**config.mk**
```make
export PLATFORM = sky130hd
export DESIGN_NAME = asf_serial_port
export DESIGN_NICKNAME = d
export VERILOG_FILES = /design/src/design/asf_serial_port.v
export VERILOG_INCLUDE_DIRS = /design/src /design/src/design
export SDC_FILE = /design/constraint.sdc
export NUM_CORES = 1
export LEC_CHECK = 0
export BUFFER_PORTS_ARGS = -buffer_cell sky130_fd_sc_hd__buf_2
export CORE_ASPECT_RATIO = 1.25
export CORE_MARGIN = 5
export CORE_UTILIZATION = 38
export CTS_CLUSTER_DIAMETER = 40
export DETAILED_ROUTE_END_ITERATION = 7
export SLEW_MARGIN = 25
export SYNTH_ARGS = -nofsm -noshare
export SYNTH_HDL_FRONTEND = slang
export SYNTH_SLANG_ARGS = --single-unit
```
**constraint.sdc**
```tcl
create_clock -name clk -period 3.2 [get_ports clk]
set_input_delay 0.16 -clock clk [delete_from_list [all_inputs] [get_ports clk]]
set_output_delay 0.16 -clock clk [all_outputs]
set_load 0.005 [all_outputs]
```
**src/design/asf_regs.vh**
```
// register map, field positions and reset values of the async frame block
// assumes a 32-bit axi4-lite slave, one register per aligned word
`ifndef ASF_REGS_VH
`define ASF_REGS_VH
`define ASF_OFF_HOLD      4'h0
`define ASF_OFF_MODE      4'h4
`define ASF_OFF_CTRL      4'h8
`define ASF_OFF_STAT      4'hC
`define ASF_RST_HOLD      8'hFF
`define ASF_RST_MODE      8'h00
`define ASF_MODE_WMASK    8'h7F
`define ASF_BIT_CHAR7     6
`define ASF_BIT_PAREN     5
`define ASF_BIT_PARODD    4
`define ASF_BIT_STOP2     3
`define ASF_BIT_MPROC     2
`define ASF_BIT_PSHI      1
`define ASF_BIT_PSLO      0
`define ASF_BIT_TXEN      0
`define ASF_BIT_EMPTY     0
`define ASF_BIT_PARERR    1
`define ASF_BIT_FRMERR    2
`define ASF_BIT_RXFULL    3
`define ASF_BIT_MPBIT     4
`define ASF_RST_DIV       8'h00
`endif

```
**src/design/asf_serial_port.v**
```verilog
// single-channel async serial port: holding register, frame format, prescaler, tx and rx shifters
// assumes a 25 MHz clk, an axi4-lite master, and an asynchronous rx pin
`timescale 1ns/10ps
`default_nettype none
`include "asf_regs.vh"
module asf_serial_port #(
  parameter OVS = 16  // clocks of the prescaled tick per bit
) (
  // clock and reset
  input  wire        clk,
  input  wire        arst_n,
  // axi4-lite write address and data
  input  wire [31:0] s_axi_awaddr,
  input  wire        s_axi_awvalid,
  output reg         s_axi_awready,
  input  wire [31:0] s_axi_wdata,
  input  wire [3:0]  s_axi_wstrb,
  input  wire        s_axi_wvalid,
  output reg         s_axi_wready,
  // axi4-lite write response
  output reg  [1:0]  s_axi_bresp,
  output reg         s_axi_bvalid,
  input  wire        s_axi_bready,
  // axi4-lite read
  input  wire [31:0] s_axi_araddr,
  input  wire        s_axi_arvalid,
  output reg         s_axi_arready,
  output reg  [31:0] s_axi_rdata,
  output reg  [1:0]  s_axi_rresp,
  output reg         s_axi_rvalid,
  input  wire        s_axi_rready,
  // serial lines
  output reg         txLine,
  input  wire        rxLine
);

  localparam ST_IDLE = 3'h0;
  localparam ST_STRT = 3'h1;
  localparam ST_DATA = 3'h2;
  localparam ST_PAR  = 3'h3;
  localparam ST_STOP = 3'h4;

  // registers
  reg  [7:0]  transmitHoldingReg_ff;
  reg  [7:0]  frameModeReg_ff;
  reg         txEnable_ff;
  reg         holdingEmptyFlag_ff;
  reg  [7:0]  rxData_ff;
  reg         rxFull_ff;
  reg         parErr_ff;
  reg         frmErr_ff;
  reg         mpBit_ff;
  // bus capture
  reg  [3:0]  awAddr_ff;
  reg         awHave_ff;
  reg  [31:0] wData_ff;
  reg  [3:0]  wStrb_ff;
  reg         wHave_ff;
  // prescaler and bit tick
  reg  [5:0]  preCnt_ff;
  reg  [3:0]  bitDiv_ff;
  // transmitter
  reg  [2:0]  txState_ff;
  reg  [7:0]  transmitShiftReg_ff;
  reg  [2:0]  txCnt_ff;
  reg         txPar_ff;
  reg         txStop2_ff;
  // receiver
  reg  [1:0]  rxSync_ff;
  reg  [2:0]  rxState_ff;
  reg  [7:0]  receiveShiftReg_ff;
  reg  [2:0]  rxCnt_ff;
  reg  [3:0]  rxPh_ff;
  reg         rxPar_ff;

  wire char7   = frameModeReg_ff[`ASF_BIT_CHAR7];
  wire mproc   = frameModeReg_ff[`ASF_BIT_MPROC];
  wire parOn   = frameModeReg_ff[`ASF_BIT_PAREN] & ~mproc;
  wire parOdd  = frameModeReg_ff[`ASF_BIT_PARODD] & parOn;
  wire [1:0] prescaleSel = {frameModeReg_ff[`ASF_BIT_PSHI], frameModeReg_ff[`ASF_BIT_PSLO]};
  wire rxIn    = rxSync_ff[1];

  // prescaler terminal count for a selection, used for the tick below
  function [5:0] preTop;
    input [1:0] sel;
    begin
      case (sel)
        2'h0:    preTop = 6'h00;
        2'h1:    preTop = 6'h03;
        2'h2:    preTop = 6'h0F;
        default: preTop = 6'h3F;
      endcase
    end
  endfunction

  // divider end points cut to the counter width on purpose
  localparam [31:0] BIT_TOP_W = OVS - 1;
  localparam [31:0] MID_TOP_W = OVS / 2 - 1;
  localparam [3:0]  BIT_TOP   = BIT_TOP_W[3:0];
  localparam [3:0]  MID_TOP   = MID_TOP_W[3:0];

  wire preTick = (preCnt_ff >= preTop(prescaleSel));
  wire bitTick = preTick & (bitDiv_ff == BIT_TOP);
  wire midTick = preTick & (rxPh_ff == MID_TOP);

  wire wrFire  = awHave_ff & wHave_ff & ~s_axi_bvalid;
  wire wrHold  = wrFire & (awAddr_ff == `ASF_OFF_HOLD) & wStrb_ff[0];
  wire wrMode  = wrFire & (awAddr_ff == `ASF_OFF_MODE) & wStrb_ff[0];
  wire wrCtrl  = wrFire & (awAddr_ff == `ASF_OFF_CTRL) & wStrb_ff[0];
  wire wrStat  = wrFire & (awAddr_ff == `ASF_OFF_STAT) & wStrb_ff[0];
  // a load may also end the last stop bit, so back-to-back frames leave no idle bit
  wire txLoad  = txEnable_ff & ~holdingEmptyFlag_ff & bitTick &
                 ((txState_ff == ST_IDLE) | ((txState_ff == ST_STOP) & ~txStop2_ff));

  // prescaler and per-bit divider share one free-running chain
  always @(posedge clk or negedge arst_n) begin
    if (!arst_n) begin
      preCnt_ff <= 6'h00;
      bitDiv_ff <= 4'h0;
    end else begin
      preCnt_ff <= preTick ? 6'h00 : preCnt_ff + 6'h01;
      if (preTick)
        bitDiv_ff <= (bitDiv_ff == BIT_TOP) ? 4'h0 : bitDiv_ff + 4'h1;
    end
  end

  // axi write channel: address and data taken in either order, then one response
  always @(posedge clk or negedge arst_n) begin
    if (!arst_n) begin
      s_axi_awready <= 1'b0;
      s_axi_wready  <= 1'b0;
      s_axi_bvalid  <= 1'b0;
      s_axi_bresp   <= 2'h0;
      awHave_ff     <= 1'b0;
      wHave_ff      <= 1'b0;
      awAddr_ff     <= 4'h0;
      wData_ff      <= 32'h0;
      wStrb_ff      <= 4'h0;
    end else begin
      s_axi_awready <= ~awHave_ff & ~s_axi_awready & s_axi_awvalid;
      s_axi_wready  <= ~wHave_ff & ~s_axi_wready & s_axi_wvalid;
      if (s_axi_awvalid & s_axi_awready) begin
        awHave_ff <= 1'b1;
        awAddr_ff <= s_axi_awaddr[3:0];
      end
      if (s_axi_wvalid & s_axi_wready) begin
        wHave_ff <= 1'b1;
        wData_ff <= s_axi_wdata;
        wStrb_ff <= s_axi_wstrb;
      end
      if (wrFire) begin
        s_axi_bvalid <= 1'b1;
        s_axi_bresp  <= (awAddr_ff[1:0] == 2'h0) ? 2'h0 : 2'h2;  // misaligned gets slverr
        awHave_ff    <= 1'b0;
        wHave_ff     <= 1'b0;
      end else if (s_axi_bvalid & s_axi_bready) begin
        s_axi_bvalid <= 1'b0;
      end
    end
  end

  // software registers; hardware sets of status win over software clears
  always @(posedge clk or negedge arst_n) begin
    if (!arst_n) begin
      transmitHoldingReg_ff <= `ASF_RST_HOLD;
      frameModeReg_ff       <= `ASF_RST_MODE;
      txEnable_ff           <= 1'b0;
      holdingEmptyFlag_ff   <= 1'b1;
    end else begin
      if (wrHold)
        transmitHoldingReg_ff <= wData_ff[7:0];
      if (wrMode)
        frameModeReg_ff <= wData_ff[7:0] & `ASF_MODE_WMASK;
      if (wrCtrl)
        txEnable_ff <= wData_ff[`ASF_BIT_TXEN];
      // writing zero to the empty flag arms a send; disabled transmitter pins it at one
      if (!txEnable_ff || txLoad)
        holdingEmptyFlag_ff <= 1'b1;
      else if (wrStat && !wData_ff[`ASF_BIT_EMPTY])
        holdingEmptyFlag_ff <= 1'b0;
    end
  end

  // transmitter: start, data lsb first, optional parity, one or two stops
  always @(posedge clk or negedge arst_n) begin
    if (!arst_n) begin
      txState_ff          <= ST_IDLE;
      transmitShiftReg_ff <= 8'hFF;
      txCnt_ff            <= 3'h0;
      txPar_ff            <= 1'b0;
      txStop2_ff          <= 1'b0;
      txLine              <= 1'b1;
    end else if (txLoad) begin
      transmitShiftReg_ff <= transmitHoldingReg_ff;
      txPar_ff   <= parOdd ^ (^(transmitHoldingReg_ff & {~char7, 7'h7F}));
      txStop2_ff <= frameModeReg_ff[`ASF_BIT_STOP2];
      txCnt_ff   <= char7 ? 3'h6 : 3'h7;
      txLine     <= 1'b0;
      txState_ff <= ST_STRT;
    end else if (bitTick) begin
      case (txState_ff)
        ST_IDLE: begin
          txLine <= 1'b1;
        end
        ST_STRT: begin
          txLine              <= transmitShiftReg_ff[0];
          transmitShiftReg_ff <= {1'b1, transmitShiftReg_ff[7:1]};
          txState_ff          <= ST_DATA;
        end
        ST_DATA: begin
          if (txCnt_ff == 3'h0) begin
            txLine     <= parOn ? txPar_ff : 1'b1;
            txState_ff <= parOn ? ST_PAR : ST_STOP;
          end else begin
            txLine              <= transmitShiftReg_ff[0];
            transmitShiftReg_ff <= {1'b1, transmitShiftReg_ff[7:1]};
            txCnt_ff            <= txCnt_ff - 3'h1;
          end
        end
        ST_PAR: begin
          txLine     <= 1'b1;
          txState_ff <= ST_STOP;
        end
        ST_STOP: begin
          txLine <= 1'b1;
          if (txStop2_ff)
            txStop2_ff <= 1'b0;
          else
            txState_ff <= ST_IDLE;
        end
        default: txState_ff <= ST_IDLE;
      endcase
    end
  end

  // rx pin synchroniser, the first stage feeds only the second
  always @(posedge clk or negedge arst_n) begin
    if (!arst_n)
      rxSync_ff <= 2'h3;
    else
      rxSync_ff <= {rxSync_ff[0], rxLine};
  end

  // receiver: samples mid-bit, checks first stop only, so a low second stop is a new start
  always @(posedge clk or negedge arst_n) begin
    if (!arst_n) begin
      rxState_ff         <= ST_IDLE;
      receiveShiftReg_ff <= 8'h00;
      rxCnt_ff           <= 3'h0;
      rxPh_ff            <= 4'h0;
      rxPar_ff           <= 1'b0;
      rxData_ff          <= 8'h00;
      rxFull_ff          <= 1'b0;
      parErr_ff          <= 1'b0;
      frmErr_ff          <= 1'b0;
      mpBit_ff           <= 1'b0;
    end else begin
      if (wrStat) begin
        if (!wData_ff[`ASF_BIT_RXFULL]) rxFull_ff <= 1'b0;
        if (!wData_ff[`ASF_BIT_PARERR]) parErr_ff <= 1'b0;
        if (!wData_ff[`ASF_BIT_FRMERR]) frmErr_ff <= 1'b0;
      end
      if (preTick)
        rxPh_ff <= (rxState_ff == ST_IDLE) ? 4'h0 :
                   (rxPh_ff == BIT_TOP) ? 4'h0 : rxPh_ff + 4'h1;
      case (rxState_ff)
        ST_IDLE: if (!rxIn) rxState_ff <= ST_STRT;
        ST_STRT: if (midTick) begin
          rxState_ff <= rxIn ? ST_IDLE : ST_DATA;
          rxCnt_ff   <= char7 ? 3'h6 : 3'h7;
          rxPar_ff   <= parOdd;
        end
        ST_DATA: if (midTick) begin
          receiveShiftReg_ff <= char7 ? {1'b0, rxIn, receiveShiftReg_ff[6:1]}
                                      : {rxIn, receiveShiftReg_ff[7:1]};
          rxPar_ff <= rxPar_ff ^ rxIn;
          if (rxCnt_ff == 3'h0)
            rxState_ff <= (parOn | mproc) ? ST_PAR : ST_STOP;
          else
            rxCnt_ff <= rxCnt_ff - 3'h1;
        end
        ST_PAR: if (midTick) begin
          rxPar_ff   <= rxPar_ff ^ rxIn;
          mpBit_ff   <= mproc ? rxIn : mpBit_ff;
          rxState_ff <= ST_STOP;
        end
        ST_STOP: if (midTick) begin
          rxState_ff <= ST_IDLE;
          rxData_ff  <= receiveShiftReg_ff;
          rxFull_ff  <= 1'b1;
          if (parOn && rxPar_ff) parErr_ff <= 1'b1;
          if (!rxIn) frmErr_ff <= 1'b1;
        end
        default: rxState_ff <= ST_IDLE;
      endcase
    end
  end

  // axi read channel, one cycle after the address is taken
  always @(posedge clk or negedge arst_n) begin
    if (!arst_n) begin
      s_axi_arready <= 1'b0;
      s_axi_rvalid  <= 1'b0;
      s_axi_rdata   <= 32'h0;
      s_axi_rresp   <= 2'h0;
    end else begin
      s_axi_arready <= ~s_axi_arready & ~s_axi_rvalid & s_axi_arvalid;
      if (s_axi_arvalid & s_axi_arready) begin
        s_axi_rvalid <= 1'b1;
        s_axi_rresp  <= 2'h0;
        case (s_axi_araddr[3:0])
          `ASF_OFF_HOLD: s_axi_rdata <= {24'h0, transmitHoldingReg_ff};
          `ASF_OFF_MODE: s_axi_rdata <= {24'h0, frameModeReg_ff};
          `ASF_OFF_CTRL: s_axi_rdata <= {31'h0, txEnable_ff};
          `ASF_OFF_STAT: s_axi_rdata <= {16'h0, rxData_ff, 3'h0, mpBit_ff, rxFull_ff,
                                         frmErr_ff, parErr_ff, holdingEmptyFlag_ff};
          default: begin
            s_axi_rdata <= 32'h0;
            s_axi_rresp <= 2'h2;
          end
        endcase
      end else if (s_axi_rvalid & s_axi_rready) begin
        s_axi_rvalid <= 1'b0;
      end
    end
  end

endmodule
`default_nettype wire

```
# Word-level counts from Yosys, hierarchy flattened
# Cells that the tools add are included.
# classes
add_sub_neg	5
n_mul	0
n_div	0
n_lt_le_gt_ge	1
n_eq_ne	32
n_shift	0
n_mux	72
bitwise	45
n_reduce_logical	40
# op_table
operator	n
one-hot mux 16 bit (4 select lines)	1
2-to-1 mux 3 bit	19
2-to-1 mux 1 bit	34
2-to-1 mux 8 bit	4
one-hot mux 3 bit (5 select lines)	2
bitwise AND 1 bit	29
equality test 4 bit, second input constant	6
nonzero test 2 bit	10
inequality test 2 bit, second input constant	9
one-hot mux 6 bit (3 select lines)	1
one-hot mux 8 bit (2 select lines)	1
equality test 3 x 2 -> 1 bit, second input constant	4
equality test 4 x 3 -> 1 bit, second input constant	3
zero test 3 bit	4
2-to-1 mux 4 bit	3
AND reduction 3 bit	4
NOT 1 bit	11
inequality test 3 bit, second input constant	3
adder 4 x 1 -> 4 bit, second input constant	2
bitwise AND 8 bit	1
zero test 4 bit	2
AND reduction 2 bit	4
AND reduction 4 bit	2
parity 8 bit	1
other kinds (25)	35
# totals
ff_bits	133
latchBits	0
ram_bits	0
mem_bits_ro	0
inputBits	108
out_inout_bits	42
word_cells	231
n_memories	0

# Logic depth before layout (Yosys ltp)
# depth
word_depth	8
mapped_depth	9
ltp_nobuf	7

# Worst setup path after synthesis
# Ideal clock, no wire load.
# synth_path
path_kind	reg-to-reg
startpoint	register frameModeReg_ff[1]
endpoint	register rxData_ff[0]
setup_time_ns	0.125
arrival_ns	2.291
required_time_ns	3.075
slack_ns	0.784
stages_incl_launch_ff	9
n_path_buf	1
synth_period_minus_slack_ns	2.416
path_cell_list	dfrtp_1 > or2_2 > ha_1 > nand2b_1 > a21oi_1 > o31a_1 > buf_6 > nor3_4 > mux2_2
# synth_via
elab_chain_cells	5
word_cells_on_any_way	7
cone_classes	1 x order compare; 2 x eq/ne; 1 x mux; 1 x bitwise; 2 x reduce/logical
# synth_lines
element	line_no	rtl
start: declaration	asf_serial_port.v:45	reg [7:0] frameModeReg_ff;
start signal: assignment	asf_serial_port.v:166	frameModeReg_ff <= `ASF_RST_MODE;
start signal: assignment	asf_serial_port.v:173	frameModeReg_ff <= wData_ff[7:0] & `ASF_MODE_WMASK;
equality test 2 bit (tied with other cells)	asf_serial_port.v:87	case (sel)
one-hot mux 6 bit (3 select lines) (*)	asf_serial_port.v:87	
>= comparator 6 bit (*)	asf_serial_port.v:102	wire preTick = (preCnt_ff >= preTop(prescaleSel));
bitwise AND 1 bit (*)	asf_serial_port.v:104	wire midTick = preTick & (rxPh_ff == MID_TOP);
AND reduction 2 bit (no source line) (*)	--	
end signal: assignment	asf_serial_port.v:289	rxData_ff <= receiveShiftReg_ff;
end: declaration	asf_serial_port.v:48	reg [7:0] rxData_ff;
# Every way passes the cells marked *; elsewhere a longest branch is shown, timed or not.
# A chain may end at the register's enable or synchronous reset.

# Final worst setup path
# layout_path
startpoint	register frameModeReg_ff[0]
endpoint	register rxData_ff[0]
# Same word-level chain as after synthesis.

==> results_dict.tcl <==
set metrics [dict create \
    path_class "reg2reg" \
    dr.pass1.iters 4 \
    n_antenna_cell 0 \
    core_sq_um 14300 \
    worst_slew_pin_slew_ns 0.907 \
    met3_usage 0.0372 \
    cp_num_buf_inv 1 \
    clock-sinks 115 \
    layout_commonest_cell "dfrtp_1" \
    p_total_mw 5.49 \
    cellLeakagePower_nw 3.10 \
    wirelength_mm 11.1 \
    place_area_sq_um 5880 \
    area_delta_synth_final_pct 20.5 \
    synthSimpleGateAreaFrac 0.137 \
    dp.cells 702 \
    hold_violations 0 \
    hold_slack_ns 0.0207 \
    synth_top_family_by_area "multiplexers" \
    maxCapViolCount 0 \
    ys_types 55 \
    htree_levels 4 \
    power_density_nw_per_um2 831 \
    dominantRegCellSynth "dfrtp_1" \
    use_met2 0.231 \
    required_ns 3.49 \
    startpoint_type "flop" \
    finalNetCount 678 \
    yosysWarnings 0 \
    synthMuxAreaShare 0.140 \
    crit_chain "or2_2 -> ha_1 -> nand2b_1 -> a21oi_1 -> o31a_1 -> buf_4 -> nor3_4 -> mux2_2" \
    critical_path_arrival_ns 2.98 \
    grt_overflow_total 0 \
    skew_ns 0.00776 \
    setup_viol 0 \
    setup_tns_ns 0 \
    synth_xor_area_frac 0.0239 \
    clock-root-buffer "clkbuf_16" \
    status "complete, no violations" \
    grt_max_degree 72 \
    die_area_sq_um 17000 \
    syn_inst 485 \
    rsz0062_at_grt "false" \
    crit_path_end_kind "flop" \
    die_y_um 144 \
    cts_setup_buffers 0 \
    synth_seq_area_share 0.529 \
    ant_nets 0 \
    grt_busiest_layer "met2" \
    cts_resized 0 \
    num_rows 49 \
    async_flop_share 1.00 \
    start_util 0.384 \
    peakVddDrop_mv 0.424 \
    crit_fanout 13 \
    critPathSlowestCell "dfrtp_1" \
    synth_edf_count 0 \
    clockBufferDepth 2 \
    cts_made_buffers 17 \
    clock_latency_ns 0.41 \
    layout_common_cells "dfrtp_1, mux2_2, nand2_1" \
    synth_area_per_cell_sq_um 11.3 \
    period_needed_ns 2.68 \
    synth-adder-area-share 0.0251 \
    path_delay_family "simple AND/OR/NAND/NOR gates" \
    fmax_mhz 372 \
    synth_compound_area_frac 0.0974 \
    fillCellCount 1334 \
    grt_usage 0.135 \
    hp-class "in2reg" \
    use_met1 0.161 \
    viasPerCell 5.08 \
    stdcell_count 750 \
    ios 150 \
    slew_viol_final 0 \
    stdcell_area_sq_um 6610 \
    num_vias 3809 \
    netlist_area_sq_um 5490 \
    cts_tree "yes" \
    ys_ff_latch 115 \
    wl_per_cell_um 14.8 \
    slowest_delay_ns 0.41 \
    hold_buffers 16 \
    grt_pass1_vias 3997 \
    drive_above_1_share 0.309 \
    grt_pass1_wl_mm 18.9 \
    dp_hpwl_mm 7.92 \
    drc 0 \
    gp_congestion 0.806 \
    portBuffers 48 \
    finalCritPeriodShare 0.839 \
    path_clk_slew_ns 0.05 \
    slew_headroom 0.395 \
    grt_antenna_before_repair 1 \
    die_w_um 117 \
    drtIter0Drc 155 \
]
-- sequential cells by signal, indices dropped and copies added, names as in the netlist, 4 cells and up --
signal                 count
s_axi_rdata               16
awAddr_ff                  4
rxData_ff                  8
frameModeReg_ff            7
preCnt_ff                  6
wData_ff                   8
receiveShiftReg_ff         8
bitDiv_ff                  4
transmitHoldingReg_ff      8
rxPh_ff                    4
transmitShiftReg_ff        8
-- worst paths after layout --
kind                                                start                                    to  slack (ns)  cells after the start
setup / recovery           frameModeReg_ff[0]$_DFFE_PN0P_              rxData_ff[0]$_DFFE_PN0P_        0.52                      8
min in group asynchronous                          arst_n              awAddr_ff[0]$_DFFE_PN0P_        0.42                      2
setup reg to reg           frameModeReg_ff[0]$_DFFE_PN0P_              rxData_ff[0]$_DFFE_PN0P_        0.52                      8
hold reg to reg                    rxSync_ff[0]$_DFF_PN1_                rxSync_ff[1]$_DFF_PN1_        0.38                      0
hold / removal                               s_axi_bready              s_axi_bvalid$_DFFE_PN0P_        0.02                      3
max in group asynchronous                          arst_n  transmitHoldingReg_ff[7]$_DFFE_PN1P_        1.85                      3
-- worst min-delay path: cells and delay by family --
kind / cells / cell delay, ns
buffers and inverters: 2 / 0.13
AO/OA/AOI/OAI: 1 / 0.10
-- stage by stage --
step           worst slack [ns]  utilization
4_1_cts                   0.504        0.463
3_3_place_gp              0.529        0.411
6_report                  0.515        0.463
5_1_grt                   0.397        0.463
2_1_floorplan             0.784            -
3_5_place_dp              0.512        0.411
-- per-layer routing --
layer	wire [um]	vias up	share of wire
met2	5470	78	0.49
met1	4940	1864	0.44
met4	244	2	0.022
li1	-	1840	-
met3	469	25	0.042
met5	13	-	0.0012
-- logic make-up (layout without fill, tap and decap cells) --
kind of cell / after synthesis / count (layout)
XOR/XNOR: 15 / 15
AO/OA/AOI/OAI: 79 / 79
AND/OR/NAND/NOR: 148 / 148
flip-flops: 115 / 115
multiplexers: 68 / 68
buffers and inverters: 48 / 118
adder cells (fa/ha/maj): 11 / 11
other: 1 / 18
-- where the power goes --
part	internal [mW]	total, mW	switching [mW]
sequential	1.83	2.18	0.356
clock	1.17	1.84	0.673
combinational	0.671	1.47	0.803
-- Yosys cell counts (3+ instances only) --
library cell | count | area (sq um)
dfrtp_1 | 95 | 2380
buf_2 | 3 | 15.0
nand2b_1 | 4 | 25.0
nor3_1 | 8 | 40.0
a41oi_1 | 3 | 26.3
ha_1 | 11 | 138
clkbuf_1 | 11 | 41.3
nor3b_1 | 6 | 45.0
and3_1 | 4 | 25.0
nor2_1 | 28 | 105
and2_1 | 3 | 18.8
o21ai_0 | 25 | 125
o31ai_1 | 4 | 30.0
mux2_2 | 59 | 664
dfstp_2 | 20 | 526
xnor2_1 | 11 | 96.3
mux2i_1 | 8 | 80.1
a21o_1 | 3 | 22.5
xor2_1 | 4 | 35.0
a21oi_1 | 12 | 60.1
buf_4 | 18 | 135
nand3_1 | 16 | 80.1
a31oi_1 | 4 | 25.0
a22o_1 | 14 | 123
nand2_1 | 52 | 195
inv_1 | 14 | 52.6
nor2b_1 | 6 | 37.5
nand4_1 | 4 | 25.0
-- area by class of cell --
class / instances / area (sq um) / share of cell area
clock buffer: 20 / 447 / 0.0675
sequential: 115 / 2900 / 0.439
tap: 178 / 223 / 0.0337
timing repair buffer: 72 / 463 / 0.0700
inverter: 14 / 52.6 / 0.00795
clock inverter: 12 / 131 / 0.0199
multi-input combinational: 339 / 2390 / 0.362
Power figures use the tool's default switching activity.
